### src/verilog/asd_regs.svh
// Register offsets, fields, reset values and counts of the command decoder
`ifndef ASD_REGS_SVH
`define ASD_REGS_SVH
`define ASD_ADDR_CFG0     4'h0
`define ASD_ADDR_CFG1     4'h1
`define ASD_ADDR_FIXED    4'h2
`define ASD_ADDR_DIFF     4'h3
`define ASD_ADDR_SGL_LO   4'h4
`define ASD_ADDR_SGL_HI   4'h5
`define ASD_ADDR_MONITOR  4'h6
`define ASD_ADDR_IO_DIR   4'h7
`define ASD_ADDR_IO_VAL   4'h8
`define ASD_ADDR_CODE     4'h9
`define ASD_RST_CFG0      8'h0A
`define ASD_RST_CFG1      8'h83
`define ASD_RST_FIXED     8'h00
`define ASD_RST_DIFF      8'h00
`define ASD_RST_SGL_LO    8'hFF
`define ASD_RST_SGL_HI    8'hFF
`define ASD_RST_MONITOR   8'h00
`define ASD_RST_IO_DIR    8'hFF
`define ASD_RST_IO_VAL    8'h00
`define ASD_CFG0_WMASK    8'h7E
`define ASD_BIT_TMO       6
`define ASD_BIT_MODE      5
`define ASD_BIT_BYPASS    4
`define ASD_BIT_CLKEN     3
`define ASD_BIT_CHOP      2
`define ASD_BIT_STAT      1
`define ASD_TMO_LONG      13'h1000
`define ASD_TMO_SHORT     13'h0100
`define ASD_CMD_BYTES     3'h4
`define ASD_NUM_REGS      9
`endif
### src/verilog/asd_pkg.sv
// Types of the serial command decoder
package asd_pkg;
   typedef enum logic [2:0] {
      OP_DIRECT_LO = 3'h0,
      OP_DATA_CMD  = 3'h1,
      OP_REG_READ  = 3'h2,
      OP_REG_WRITE = 3'h3,
      OP_PULSE     = 3'h4,
      OP_RESERVED  = 3'h5,
      OP_RESET     = 3'h6,
      OP_DIRECT_HI = 3'h7
   } asd_op_t;
   typedef enum logic [2:0] {
      ST_CMD, ST_DIRECT, ST_DATA, ST_RD, ST_WR, ST_LOCK
   } asd_state_t;
endpackage

### src/verilog/asd_decoder.sv
// Serial command decoder and configuration register bank
`timescale 1ns/1ps
`include "asd_regs.svh"
module asd_decoder #(
   parameter logic [7:0] DEVICE_CODE = 8'h5A // Arbitrary value
) (
   // Clock and reset
   input  wire logic        i_clk,
   input  wire logic        i_resetn,
   // Serial link pins
   input  wire logic        i_sclk,
   input  wire logic        i_cs_n,
   input  wire logic        i_din,
   output logic             o_dout,
   output logic             o_dout_oe,
   // Strap pin
   input  wire logic        i_clock_source_pin,
   // Conversion result from converter
   input  wire logic [7:0]  i_status,
   input  wire logic [23:0] i_data,
   // Converter controls
   output logic             o_pulse_convert,
   output logic             o_device_reset,
   output logic             o_scan_or_fixed_select,
   output logic             o_external_path_select,
   output logic             o_clock_output_enable,
   output logic             o_chop_enable,
   output logic [7:0]       o_configuration_1,
   output logic [7:0]       o_fixed_input_select,
   output logic [7:0]       o_differential_scan_select,
   output logic [7:0]       o_single_scan_select_low,
   output logic [7:0]       o_single_scan_select_high,
   output logic [7:0]       o_monitor_scan_select,
   output logic [7:0]       o_io_direction,
   output logic [7:0]       o_io_value
);
   import asd_pkg::*;

   logic [1:0]       rst_sh;
   logic             rst_n;
   logic [3:0]       pin_raw;
   logic [3:0]       s1;
   logic [3:0]       s2;
   asd_state_t       state, next_state;
   logic [2:0]       bitcnt, next_bitcnt;
   logic [7:0]       rx, next_rx;
   logic [31:0]      tx, next_tx;
   logic [31:0]      pend, next_pend;
   logic             pend_v, next_pend_v;
   logic [3:0]       addr, next_addr;
   logic             burst, next_burst;
   logic [2:0]       bytes, next_bytes;
   logic [2:0]       nbytes, next_nbytes;
   logic [12:0]      idle, next_idle;
   logic             sclk_d, next_sclk_d;
   logic             cs_d, next_cs_d;
   logic [7:0]       regs [0:`ASD_NUM_REGS-1];
   logic [7:0]       next_regs [0:`ASD_NUM_REGS-1];
   logic             next_pulse, next_devrst, next_oe;
   logic [7:0]       rx_byte;
   logic             sclk_rise, sclk_fall, cs_low, cs_rise;
   logic             byte_done, timeout, stat_on;
   logic [12:0]      tmo_lim;
   logic [31:0]      direct_frame;
   logic [2:0]       direct_len;
   logic             mode;

   // Power-on default of each register
   function automatic logic [7:0] reg_default(input int k);
      case (k)
         0: reg_default = `ASD_RST_CFG0;
         1: reg_default = `ASD_RST_CFG1;
         2: reg_default = `ASD_RST_FIXED;
         3: reg_default = `ASD_RST_DIFF;
         4: reg_default = `ASD_RST_SGL_LO;
         5: reg_default = `ASD_RST_SGL_HI;
         6: reg_default = `ASD_RST_MONITOR;
         7: reg_default = `ASD_RST_IO_DIR;
         8: reg_default = `ASD_RST_IO_VAL;
         default: reg_default = 8'h00;
      endcase
   endfunction

   // Read decode; unmapped addresses read zero
   function automatic logic [7:0] reg_read(input logic [3:0] a);
      if (a == `ASD_ADDR_CODE) begin
         reg_read = DEVICE_CODE;
      end else if (a < `ASD_ADDR_CODE) begin
         reg_read = regs[a];
      end else begin
         reg_read = 8'h00;
      end
   endfunction

   // Reset release through two flops
   always_ff @(posedge i_clk or negedge i_resetn) begin
      if (!i_resetn) begin
         rst_sh <= 2'h0;
      end else begin
         rst_sh <= {rst_sh[0], 1'b1};
      end
   end
   assign rst_n = rst_sh[1];

   // Two-flop synchronisers for every pin
   // Reset to each pin's idle level, so no false edge follows reset
   localparam logic [3:0] SYNC_IDLE = 4'h2;
   assign pin_raw = {i_clock_source_pin, i_din, i_cs_n, i_sclk};
   for (genvar g = 0; g < 4; g++) begin : g_sync
      always_ff @(posedge i_clk or negedge rst_n) begin
         if (!rst_n) begin
            s1[g] <= SYNC_IDLE[g];
            s2[g] <= SYNC_IDLE[g];
         end else begin
            s1[g] <= pin_raw[g];
            s2[g] <= s1[g];
         end
      end
   end

   // Edges, byte completion, timeout and direct frame
   assign sclk_rise = s2[0] & ~sclk_d;
   assign sclk_fall = ~s2[0] & sclk_d;
   assign cs_low    = ~s2[1];
   assign cs_rise   = s2[1] & ~cs_d;
   assign rx_byte   = {rx[6:0], s2[2]};
   assign byte_done = cs_low & sclk_rise & (bitcnt == 3'h7);
   assign mode      = regs[0][`ASD_BIT_MODE];
   assign tmo_lim   = regs[0][`ASD_BIT_TMO] ? `ASD_TMO_SHORT
                                              : `ASD_TMO_LONG;
   assign timeout   = cs_low & ~sclk_rise & ~sclk_fall
                      & (idle == tmo_lim - 13'h1);
   assign stat_on   = ~mode & regs[0][`ASD_BIT_STAT];
   assign direct_frame = stat_on ? {i_status, i_data}
                                 : {i_data, 8'h00};
   assign direct_len   = stat_on ? 3'h4 : 3'h3;

   // Next state of the serial interface and register bank
   always_comb begin
      next_state  = state;
      next_bitcnt = bitcnt;
      next_rx     = rx;
      next_tx     = tx;
      next_pend   = pend;
      next_pend_v = pend_v;
      next_addr   = addr;
      next_burst  = burst;
      next_bytes  = bytes;
      next_nbytes = nbytes;
      next_sclk_d = s2[0];
      next_cs_d   = s2[1];
      next_pulse  = 1'b0;
      next_devrst = 1'b0;
      next_oe     = cs_low;
      next_regs   = regs;
      next_idle   = idle;
      // Idle counter of master clock cycles; restarts after a timeout
      if (sclk_rise || sclk_fall || !cs_low || timeout) begin
         next_idle = 13'h0;
      end else if (idle != tmo_lim) begin
         next_idle = idle + 13'h1;
      end
      // Output bits change on the falling serial edge
      if (cs_low && sclk_fall) begin
         if (pend_v) begin
            next_tx     = pend;
            next_pend_v = 1'b0;
         end else begin
            next_tx = {tx[30:0], 1'b0};
         end
      end
      // Input bits taken on the rising serial edge
      if (cs_low && sclk_rise) begin
         next_rx     = rx_byte;
         next_bitcnt = bitcnt + 3'h1;
      end
      if (byte_done) begin
         case (state)
            ST_CMD: begin
               next_addr  = rx_byte[3:0];
               next_burst = rx_byte[4];
               next_bytes = 3'h0;
               case (asd_op_t'(rx_byte[7:5]))
                  OP_DIRECT_LO, OP_DIRECT_HI: begin
                     next_state = ST_DIRECT;
                     next_bytes = 3'h1;
                  end
                  OP_DATA_CMD: begin
                     next_state  = ST_DATA;
                     next_pend   = {i_status, i_data};
                     next_pend_v = 1'b1;
                  end
                  OP_REG_READ: begin
                     next_state  = ST_RD;
                     next_pend   = {reg_read(rx_byte[3:0]), 24'h0};
                     next_pend_v = 1'b1;
                  end
                  OP_REG_WRITE: begin
                     next_state = ST_WR;
                  end
                  OP_PULSE: begin
                     next_pulse = 1'b1;
                  end
                  OP_RESET: begin
                     next_devrst = 1'b1;
                     for (int k = 0; k < `ASD_NUM_REGS; k++) begin
                        next_regs[k] = reg_default(k);
                     end
                  end
                  default: begin
                     next_state = ST_CMD;
                  end
               endcase
            end
            ST_DIRECT: begin
               next_bytes = bytes + 3'h1;
               if (bytes + 3'h1 == nbytes) begin
                  next_state = ST_LOCK;
               end
            end
            ST_DATA: begin
               next_bytes = bytes + 3'h1;
               if (bytes + 3'h1 == `ASD_CMD_BYTES) begin
                  next_state = ST_CMD;
               end
            end
            ST_RD, ST_WR: begin
               if (state == ST_WR && addr < `ASD_ADDR_CODE) begin
                  next_regs[addr] = (addr == `ASD_ADDR_CFG0)
                     ? (rx_byte & `ASD_CFG0_WMASK) : rx_byte;
               end
               if (!burst || addr >= `ASD_ADDR_CODE) begin
                  next_state = ST_CMD;
               end else begin
                  next_addr   = addr + 4'h1;
                  next_pend   = {reg_read(addr + 4'h1), 24'h0};
                  next_pend_v = (state == ST_RD);
               end
            end
            default: begin
               next_state = state;
            end
         endcase
         // Every return to command decode rearms the direct frame
         if (next_state == ST_CMD) begin
            next_pend   = direct_frame;
            next_pend_v = 1'b1;
            next_nbytes = direct_len;
         end
      end
      // Chip select high or idle clock resets the interface
      if (!cs_low || timeout) begin
         next_state  = ST_CMD;
         next_bitcnt = 3'h0;
         next_tx     = direct_frame;
         next_pend_v = 1'b0;
         next_nbytes = direct_len;
      end
   end

   // Register of serial interface and register bank
   always_ff @(posedge i_clk or negedge rst_n) begin
      if (!rst_n) begin
         state           <= ST_CMD;
         bitcnt          <= 3'h0;
         rx              <= 8'h00;
         tx              <= 32'h0;
         pend            <= 32'h0;
         pend_v          <= 1'b0;
         addr            <= 4'h0;
         burst           <= 1'b0;
         bytes           <= 3'h0;
         nbytes          <= 3'h4;
         idle            <= 13'h0;
         sclk_d          <= 1'b0;
         cs_d            <= 1'b1;
         o_pulse_convert <= 1'b0;
         o_device_reset  <= 1'b0;
         o_dout_oe       <= 1'b0;
         for (int k = 0; k < `ASD_NUM_REGS; k++) begin
            regs[k] <= reg_default(k);
         end
      end else begin
         state           <= next_state;
         bitcnt          <= next_bitcnt;
         rx              <= next_rx;
         tx              <= next_tx;
         pend            <= next_pend;
         pend_v          <= next_pend_v;
         addr            <= next_addr;
         burst           <= next_burst;
         bytes           <= next_bytes;
         nbytes          <= next_nbytes;
         idle            <= next_idle;
         sclk_d          <= next_sclk_d;
         cs_d            <= next_cs_d;
         o_pulse_convert <= next_pulse;
         o_device_reset  <= next_devrst;
         o_dout_oe       <= next_oe;
         regs            <= next_regs;
      end
   end
   assign o_dout = tx[31];

   // Converter control outputs; input selects gated by mode, clock output enable by strap pin
   always_ff @(posedge i_clk or negedge rst_n) begin
      if (!rst_n) begin
         o_scan_or_fixed_select     <= 1'b0;
         o_external_path_select     <= 1'b0;
         o_clock_output_enable      <= 1'b0;
         o_chop_enable              <= 1'b0;
         o_configuration_1          <= `ASD_RST_CFG1;
         o_fixed_input_select       <= 8'h00;
         o_differential_scan_select <= 8'h00;
         o_single_scan_select_low   <= 8'h00;
         o_single_scan_select_high  <= 8'h00;
         o_monitor_scan_select      <= 8'h00;
         o_io_direction             <= `ASD_RST_IO_DIR;
         o_io_value                 <= `ASD_RST_IO_VAL;
      end else begin
         o_scan_or_fixed_select     <= mode;
         o_external_path_select     <= regs[0][`ASD_BIT_BYPASS];
         o_clock_output_enable      <= regs[0][`ASD_BIT_CLKEN]
                                       & ~s2[3];
         o_chop_enable              <= regs[0][`ASD_BIT_CHOP];
         o_configuration_1          <= regs[1];
         o_fixed_input_select       <= mode ? regs[2] : 8'h00;
         o_differential_scan_select <= mode ? 8'h00 : regs[3];
         o_single_scan_select_low   <= mode ? 8'h00 : regs[4];
         o_single_scan_select_high  <= mode ? 8'h00 : regs[5];
         o_monitor_scan_select      <= mode ? 8'h00 : regs[6];
         o_io_direction             <= regs[7];
         o_io_value                 <= regs[8];
      end
   end
endmodule

### config.mk
export PLATFORM = sky130hd
export DESIGN_NAME = asd_decoder
export DESIGN_NICKNAME = d
export VERILOG_FILES = /design/src/verilog/asd_pkg.sv /design/src/verilog/asd_decoder.sv
export VERILOG_INCLUDE_DIRS = /design/src /design/src/verilog
export SDC_FILE = /design/constraint.sdc
export NUM_CORES = 1
export LEC_CHECK = 0
export BUFFER_PORTS_ARGS = -buffer_cell sky130_fd_sc_hd__buf_4
export CORE_UTILIZATION = 30
export CTS_BUF_LIST = sky130_fd_sc_hd__clkbuf_4
export DETAILED_ROUTE_END_ITERATION = 16
export GPL_ROUTABILITY_DRIVEN = 0
export PLACE_DENSITY = 0.44
export SYNTH_ARGS = -nofsm -noshare
export SYNTH_HDL_FRONTEND = slang
export SYNTH_SLANG_ARGS = --single-unit
### constraint.sdc
create_clock -name i_clk -period 20.4 [get_ports i_clk]
set_input_delay 3.06 -clock i_clk [delete_from_list [all_inputs] [get_ports i_clk]]
set_output_delay 3.06 -clock i_clk [all_outputs]
set_load 0.01 [all_outputs]
---- Word level (Yosys, flattened, before mapping) ----
Cells that the tools add are included.
cells by class
  add/subtract/negate cells ............... 5
  multipliers ............................. 0
  divide/modulo/power cells ............... 0
  $lt $le $gt $ge ......................... 8
  equality and inequality tests ........... 22
  shifts and indexed selects .............. 0
  mux-type cells .......................... 64
  bitwise logic cells ..................... 19
  reductions and logical operators ........ 33
operators with widths
  kind                     number
  $mux W32                 6
  $mux W72                 2
  $pmux W72 S2             1
  $pmux W32 S2             2
  $mux W8                  15
  $bwmux W72               1
  $bmux W8 S4              2
  $mux W13                 3
  $mux W3                  12
  $demux W8 S4             1
  $eq A3 B3 Y1 const B     6
  $ge A5 B5 Y1 const B     3
  $not A4 Y5               3
  $pmux W3 S5              1
  $reduce_bool A2 Y1       7
  $add A13 B1 Y13 const B  1
  $eq A13 B13 Y1           1
  $mux W1                  13
  $ne A13 B13 Y1           1
  $sub A13 B1 Y13 const B  1
  $eq A3 B2 Y1 const B     4
  $lt A4 B4 Y1 const B     3
  $pmux W3 S4              1
  $reduce_or A2 Y1         5
  26 further kinds         56
storage, ports and cells
  register bits ........................... 256
  bits in latches ......................... 0
  RAM bits ................................ 0
  bits in read-only memories .............. 0
  logic and storage cells ................. 196
  memories ................................ 0

---- Depth between registers and ports, before layout ----
Gate-level depths: netlist of run 1.
  depth after elaboration ................. 10
  mapped depth ............................ 11
  depth with buffers taken out ............ 8

---- Least setup slack after synthesis of run 1 ----
OpenSTA, ideal clock, no wires.
  kind .................................... input -> register
  from .................................... input i_data[1]
  to ...................................... register pend[9]
  arrival time ............................ 3,636 ps
  path slack .............................. 16,639 ps
  cell stages on the path ................. 5
  cells stage by stage .................... inv_1 > nor2_1 > a21oi_1 > mux2i_1 > mux2_2
on the way
  longest elaborated chain between the ends .. 2
RTL lines
  element               line                RTL
  from (decl)           asd_decoder.sv:20   input wire logic [23:0] i_data,
  $mux W32              asd_decoder.sv:134  assign direct_frame = stat_on ? {i_status, i_data}
  $mux W32              asd_decoder.sv:245  if (next_state == ST_CMD) begin
  to (signal assigned)  asd_decoder.sv:288  pend <= next_pend;
  to (decl)             asd_decoder.sv:48   logic [31:0] pend, next_pend;
Every way passes these cells.
A chain may end at the register's enable or synchronous reset.

---- Worst setup path after layout of run 1 ----
  from .................................... register o_configuration_1[1]
  to ...................................... output o_configuration_1[1]
RTL lines
  element                 line                RTL
  from (decl)             asd_decoder.sv:28   output logic [7:0] o_configuration_1,
  from (signal assigned)  asd_decoder.sv:312  o_configuration_1 <= `ASD_RST_CFG1;
  from (signal assigned)  asd_decoder.sv:326  o_configuration_1 <= regs[1];
No word-level cell between the ends.

==> qor.csv, run 1 <==
metric,value,unit
status,finished clean,
crit_family,flip-flops,
syn_nets,1204,
setup_slack,15.96,ns
setup_violations,0,
holdCritStartpoint,s1[2],
p_leak,0.006665,uW
port-buffer-count,109,
clk_latency,0.74,ns
worstMarginPinSlew,1.226,ns
wl_per_cell,20.42,microns
reg2regPathDepth,8,
drc_errors,0,
start_kind,register,
grt_pass1_wl,59010,microns
cts_root_buf,clkbuf_4,
r2r_setup_slack,16.41,ns
cts_resized,0,
critical_path_buf_inv_count,1,
yosys.area.top_type,dfrtp_1,
io_pins,110,
rows,74,
critPathKind,register to output pin,
vias,9384,
cp.required,17.34,ns
drt_iter0_markers,616,
cts_max_level,3,
post-place-ws,16.31,ns
synthCells,1153,
grt_overflow,0,
netlist_area,12390,sq um
end_kind,output pin,
path_cells,buf_4,
synthArstFlopShare,100.0,%
p_sw_share,31.85,%
die_y,205.2,microns
cts_tree,built,
synthDistinctLibCells,65,
slowest_stage,dfstp_2,
slew_violations,0,
final_antenna_net_count,0,
hold_buffers,0,
r2r_end,pend[23],
holdPathEnd,rx_byte[0],
initial_core_util,30.41,%
timing.rr.start,addr[0],
antenna_found_initial,2,
die_w,205.2,microns
power_frac_seq,42.6,%
cap_viol_max_count,0,
finalHoldViolCount,0,
synth_common_cells,"dfrtp_1, nor2_1, mux2i_1",
syn_area_per_cell,10.75,sq um
netlist_top_cells_area,"dfrtp_1, dfstp_2, mux2i_1, nor2_1, a21oi_1",
pwr-share-clk,39.0,%
intPower,893.9,uW
max_freq,225.4,MHz
clock_path_buffers,3,
synth-seq-cells,255,
setup_tns,0,ns
layout_min_cycle_time,4.437,ns
drive_above_1_share,27.55,%
cp.arrival,1.38,ns
path_clk_slew,0.06,ns
rsz0062_at_grt,no,
ir_worst_vdd,0.04971,mV
via_per_inst,5.026,
area_growth,18.41,%
hold_depth,0,
combPwrFrac,18.4,%
finalWirelength,38130,microns
synth.most_common_cell,dfrtp_1,
clock_skew,0.02657,ns
filler_cell_count,4189,
hpwl,24980,microns
synth_flop_cell,dfrtp_1,
track_usage,18.68,%
grt_pass1_vias,9705,
fin_crit_sh,21.75,%
path_max_fanout,1,
power.switching,417.7,uW
synth_edf_count,0,
post-cts-setup-buffer-count,0,
ys_seq_area_share,51.94,%
fp.coreArea,40740,sq um
hold_class,register to register,
slowest_delay,0.53,ns
synth_top_area_share,42.82,%
grt_max_degree,69,
cts_buffers,76,
dieArea,42120,sq um
cts_sinks,255,
power.density,89.40,nW/um^2
num-nets-final,1324,
drt_first_pass_iters,5,
yosysWarnings,0,
relSlewSlack,17.96,%
-- metal layers --
metal	global-route usage, %	share of wire (%)	vias to the layer above
met5	0	0	-
met4	7.196	2.8	0
met3	4.070	4.5	70
met2	29.32	47	227
met1	25.08	46	4685
li1	-	-	4402
-- metrics by stage --
step / hold WS (ns) / instance area [sq um] / utilization, % / total power [uW] / instances
2_1_floorplan: 0.3312 / 12390 / - / 728.4 / 1153
3_3_place_gp: 0.3344 / 13660 / 33.53 / 808.7 / 1727
3_5_place_dp: 0.3364 / 13660 / 33.53 / 810.0 / 1727
4_1_cts: 0.3492 / 14660 / 35.99 / 1337 / 1864
5_1_grt: 0.3500 / 14670 / 36.01 / 1391 / 1867
6_report: 0.3477 / 14670 / 36.01 / 1312 / 1867
-- cells by family after synthesis --
family	count (synthesis)	synth area share, %
AO/OA/AOI/OAI	274	14.59
XOR/XNOR	17	1.202
adder cells (fa/ha/maj)	13	1.313
buffers and inverters	105	3.666
flip-flops	255	51.94
multiplexers	145	14.01
other	1	0.03027
AND/OR/NAND/NOR	343	13.25
-- placed cells by master, fill, tap and decap left out, types with 17 or more instances in the layout --
master	count
a22o_1	17
nand3_1	22
nor2b_1	40
mux2i_1	92
inv_1	19
buf_4	127
mux2_2	27
a21oi_1	91
dfstp_2	43
dfrtp_1	209
o21ai_0	63
nor2_1	135
clkbuf_4	115
a32o_1	27
nand2_1	73
-- state kept, by name, summed over array words and instances, names as in the netlist, 2 cells and up --
register	flops
addr	4
bitcnt	3
bytes	3
idle	13
nbytes	2
o_configuration_1	8
o_differential_scan_select	8
o_fixed_input_select	8
o_io_direction	8
o_io_value	8
o_monitor_scan_select	8
o_single_scan_select_high	8
o_single_scan_select_low	8
pend	32
regs	71
rst_sh	2
rx	7
s1	4
state	3
tx	32
-- power groups by stage --
stage / sequential (uW) / combinational (uW) / clock, uW
floorplan: 544 / 185 / 0
global placement: 568 / 241 / 0
detailed placement: 568 / 242 / 0
CTS: 559 / 243 / 535
global route: 562 / 266 / 563
finish: 559 / 241 / 512
-- cell type report --
cell class                 count  area, sq um  share of cell area [%]
antenna                        3        7.507                 0.05117
tap                          532        665.6                   4.537
sequential                   255         6441                   43.91
multi-input combinational    793         5524                   37.65
clock buffer                 115        863.3                   5.885
clock inverter                22        140.1                  0.9552
timing repair buffer         127        953.4                   6.499
inverter                      20        75.07                  0.5117
-- worst max-delay path by stage --
stage | start | to | slack, ns | depth (start not counted)
after floorplan | rst_sh[1] | addr[0] | 12.84 | 0
after global placement | i_status[4] | pend[28] | 16.38 | 5
after detailed placement | i_status[3] | pend[27] | 16.31 | 5
after CTS | o_configuration_1[1] | o_configuration_1[1] | 15.88 | 1
after global routing | o_configuration_1[1] | o_configuration_1[1] | 15.86 | 1
final | o_configuration_1[1] | o_configuration_1[1] | 15.96 | 1
No activity file was read; power rests on OpenSTA's default activity.
==> run 2: changes to the inputs <==
clock period = 4.5 ns   (was 20.4 ns; I/O delays follow)
==> qor.csv, run 2 (same netlist as run 1, synthesis figures left out) <==
metric,value,unit,change
status,finished clean,,
max_freq,275.7,MHz,
antenna_found_initial,3,,+1
fin_crit_sh,80.60,%,
filler_cell_count,4120,,-1.6%
grt_pass1_vias,9619,,-0.89%
ir_worst_vdd,0.1839,mV,+270%
drt_iter0_markers,506,,-18%
clock_skew,0.04918,ns,+0.02261 ns
hold_buffers,5,,+5
path_max_fanout,19,,+18
cts_root_buf,clkbuf_4,,
io_pins,110,,unchanged
die_w,205.2,microns,unchanged
finalWirelength,38060,microns,-0.18%
holdWs,0.1349,ns,-0.2128 ns
holdCritStartpoint,i_data[5],,
start_kind,register,,
setup_violations,0,,unchanged
drt_first_pass_iters,5,,unchanged
num-nets-final,1331,,+0.53%
placed_area,13690,sq um,+0.24%
power.total,6021,uW,+360%
p_leak,0.006707,uW,+0.63%
drive_above_1_share,27.59,%,+0.034 points
r2r_setup_slack,0.87,ns,-15.54 ns
hold_class,primary input to register,,
rows,74,,unchanged
cts_buffers,76,,unchanged
cts_resized,0,,unchanged
setup_tns,0,ns,unchanged
grt_pass1_wl,58820,microns,-0.32%
largest_register_ffs,71,,unchanged
drc_errors,0,,unchanged
cts_tree,built,,
hold_depth,3,,+3
final_cell_mix,"dfrtp_1, nor2_1, buf_4, clkbuf_4, mux2i_1",,
grt_max_degree,103,,+49%
die_y,205.2,microns,unchanged
cts_sinks,255,,unchanged
power.density,407.4,nW/um^2,+360%
hpwl,25200,microns,+0.87%
final_common_cell,dfrtp_1,,
dieArea,42120,sq um,unchanged
holdPathEnd,tx[5],,
grt_overflow,0,,unchanged
layout_min_cycle_time,3.627,ns,
cp.required,5.10,ns,-12.24 ns
wl_per_cell,20.36,microns,-0.28%
design_area,14780,sq um,+0.73%
path_clk_slew,0.07,ns,about the same
biggestRegsByFlops,"regs x71, pend x32, tx x32",,
initial_core_util,30.41,%,unchanged
post-cts-setup-buffer-count,0,,unchanged
track_usage,18.59,%,-0.089 points
worstMarginPinSlew,1.110,ns,-0.1166 ns
cap_viol_max_count,0,,unchanged
port-buffer-count,109,,unchanged
cp.arrival,4.23,ns,+2.85 ns
final_antenna_net_count,0,,unchanged
fp.coreArea,40740,sq um,unchanged
r2r_end,pend[23],,
finalHoldViolCount,0,,unchanged
relSlewSlack,25.71,%,+7.7 points
critPathKind,register to register,,
top_register,regs,,
area_growth,19.28,%,
via_per_inst,5.071,,+0.89%
rsz0062_at_grt,no,,
reg2regPathDepth,9,,+1
vias,9478,,+1.0%
end_kind,register,,
clk_latency,0.79,ns,+0.05 ns
timing.rr.start,addr[0],,
clock_path_buffers,3,,unchanged
cts_max_level,3,,unchanged
slew_violations,0,,unchanged
## run 2: routing by layer
layer / share of wire, % / vias up / GRT usage [%]
li1: - / 4422 / -
met1: 46 / 4726 / 25.08
met4: 2.9 / 0 / 6.931
met3: 4.5 / 78 / 4.070
met5: 0 / - / 0
met2: 47 / 252 / 29.10
## run 2: worst max-delay path, stage by stage (launching register included)
cell,delay [ns]
dfrtp_1,0.36
buf_4,0.20
inv_2,0.30
ha_1,0.31
or3b_4,0.44
a311oi_1,0.32
a221oi_2,0.11
a31oi_4,0.51
nand2b_1,0.69
o21ai_0,0.20
## run 2: how the worst max path moves through the flow
stage,startpoint,endpoint,slack (ns),depth (start not counted)
after global placement,addr[0],pend[23],0.95,9
after global routing,addr[0],pend[24],0.62,9
after detailed placement,addr[0],pend[23],0.88,9
final,addr[0],pend[23],0.87,9
after CTS,addr[0],pend[23],0.85,9
after floorplan,rst_sh[1],addr[0],0.36,0
## run 2: power by group
group          switching (uW)  internal (uW)
combinational             659            418
sequential                178           2360
clock                    1060           1340
total                    1900           4120
## run 2: cell type report
class | count | area (sq um) | area share (%)
antenna | 3 | 7.507 | 0.05080
clock buffer | 116 | 870.8 | 5.893
clock inverter | 16 | 157.7 | 1.067
inverter | 20 | 75.07 | 0.5080
multi-input combinational | 793 | 5517 | 37.33
sequential | 255 | 6441 | 43.59
tap | 532 | 665.6 | 4.504
timing repair buffer | 134 | 1044 | 7.061
## run 2: stage by stage
step | setup slack (ns) | instances | utilization (%)
2_1_floorplan | 0.3566 | 1153 | -
3_3_place_gp | 0.9455 | 1729 | 33.61
3_5_place_dp | 0.8752 | 1729 | 33.61
4_1_cts | 0.8507 | 1866 | 36.26
5_1_grt | 0.6172 | 1869 | 36.27
6_report | 0.8731 | 1869 | 36.27
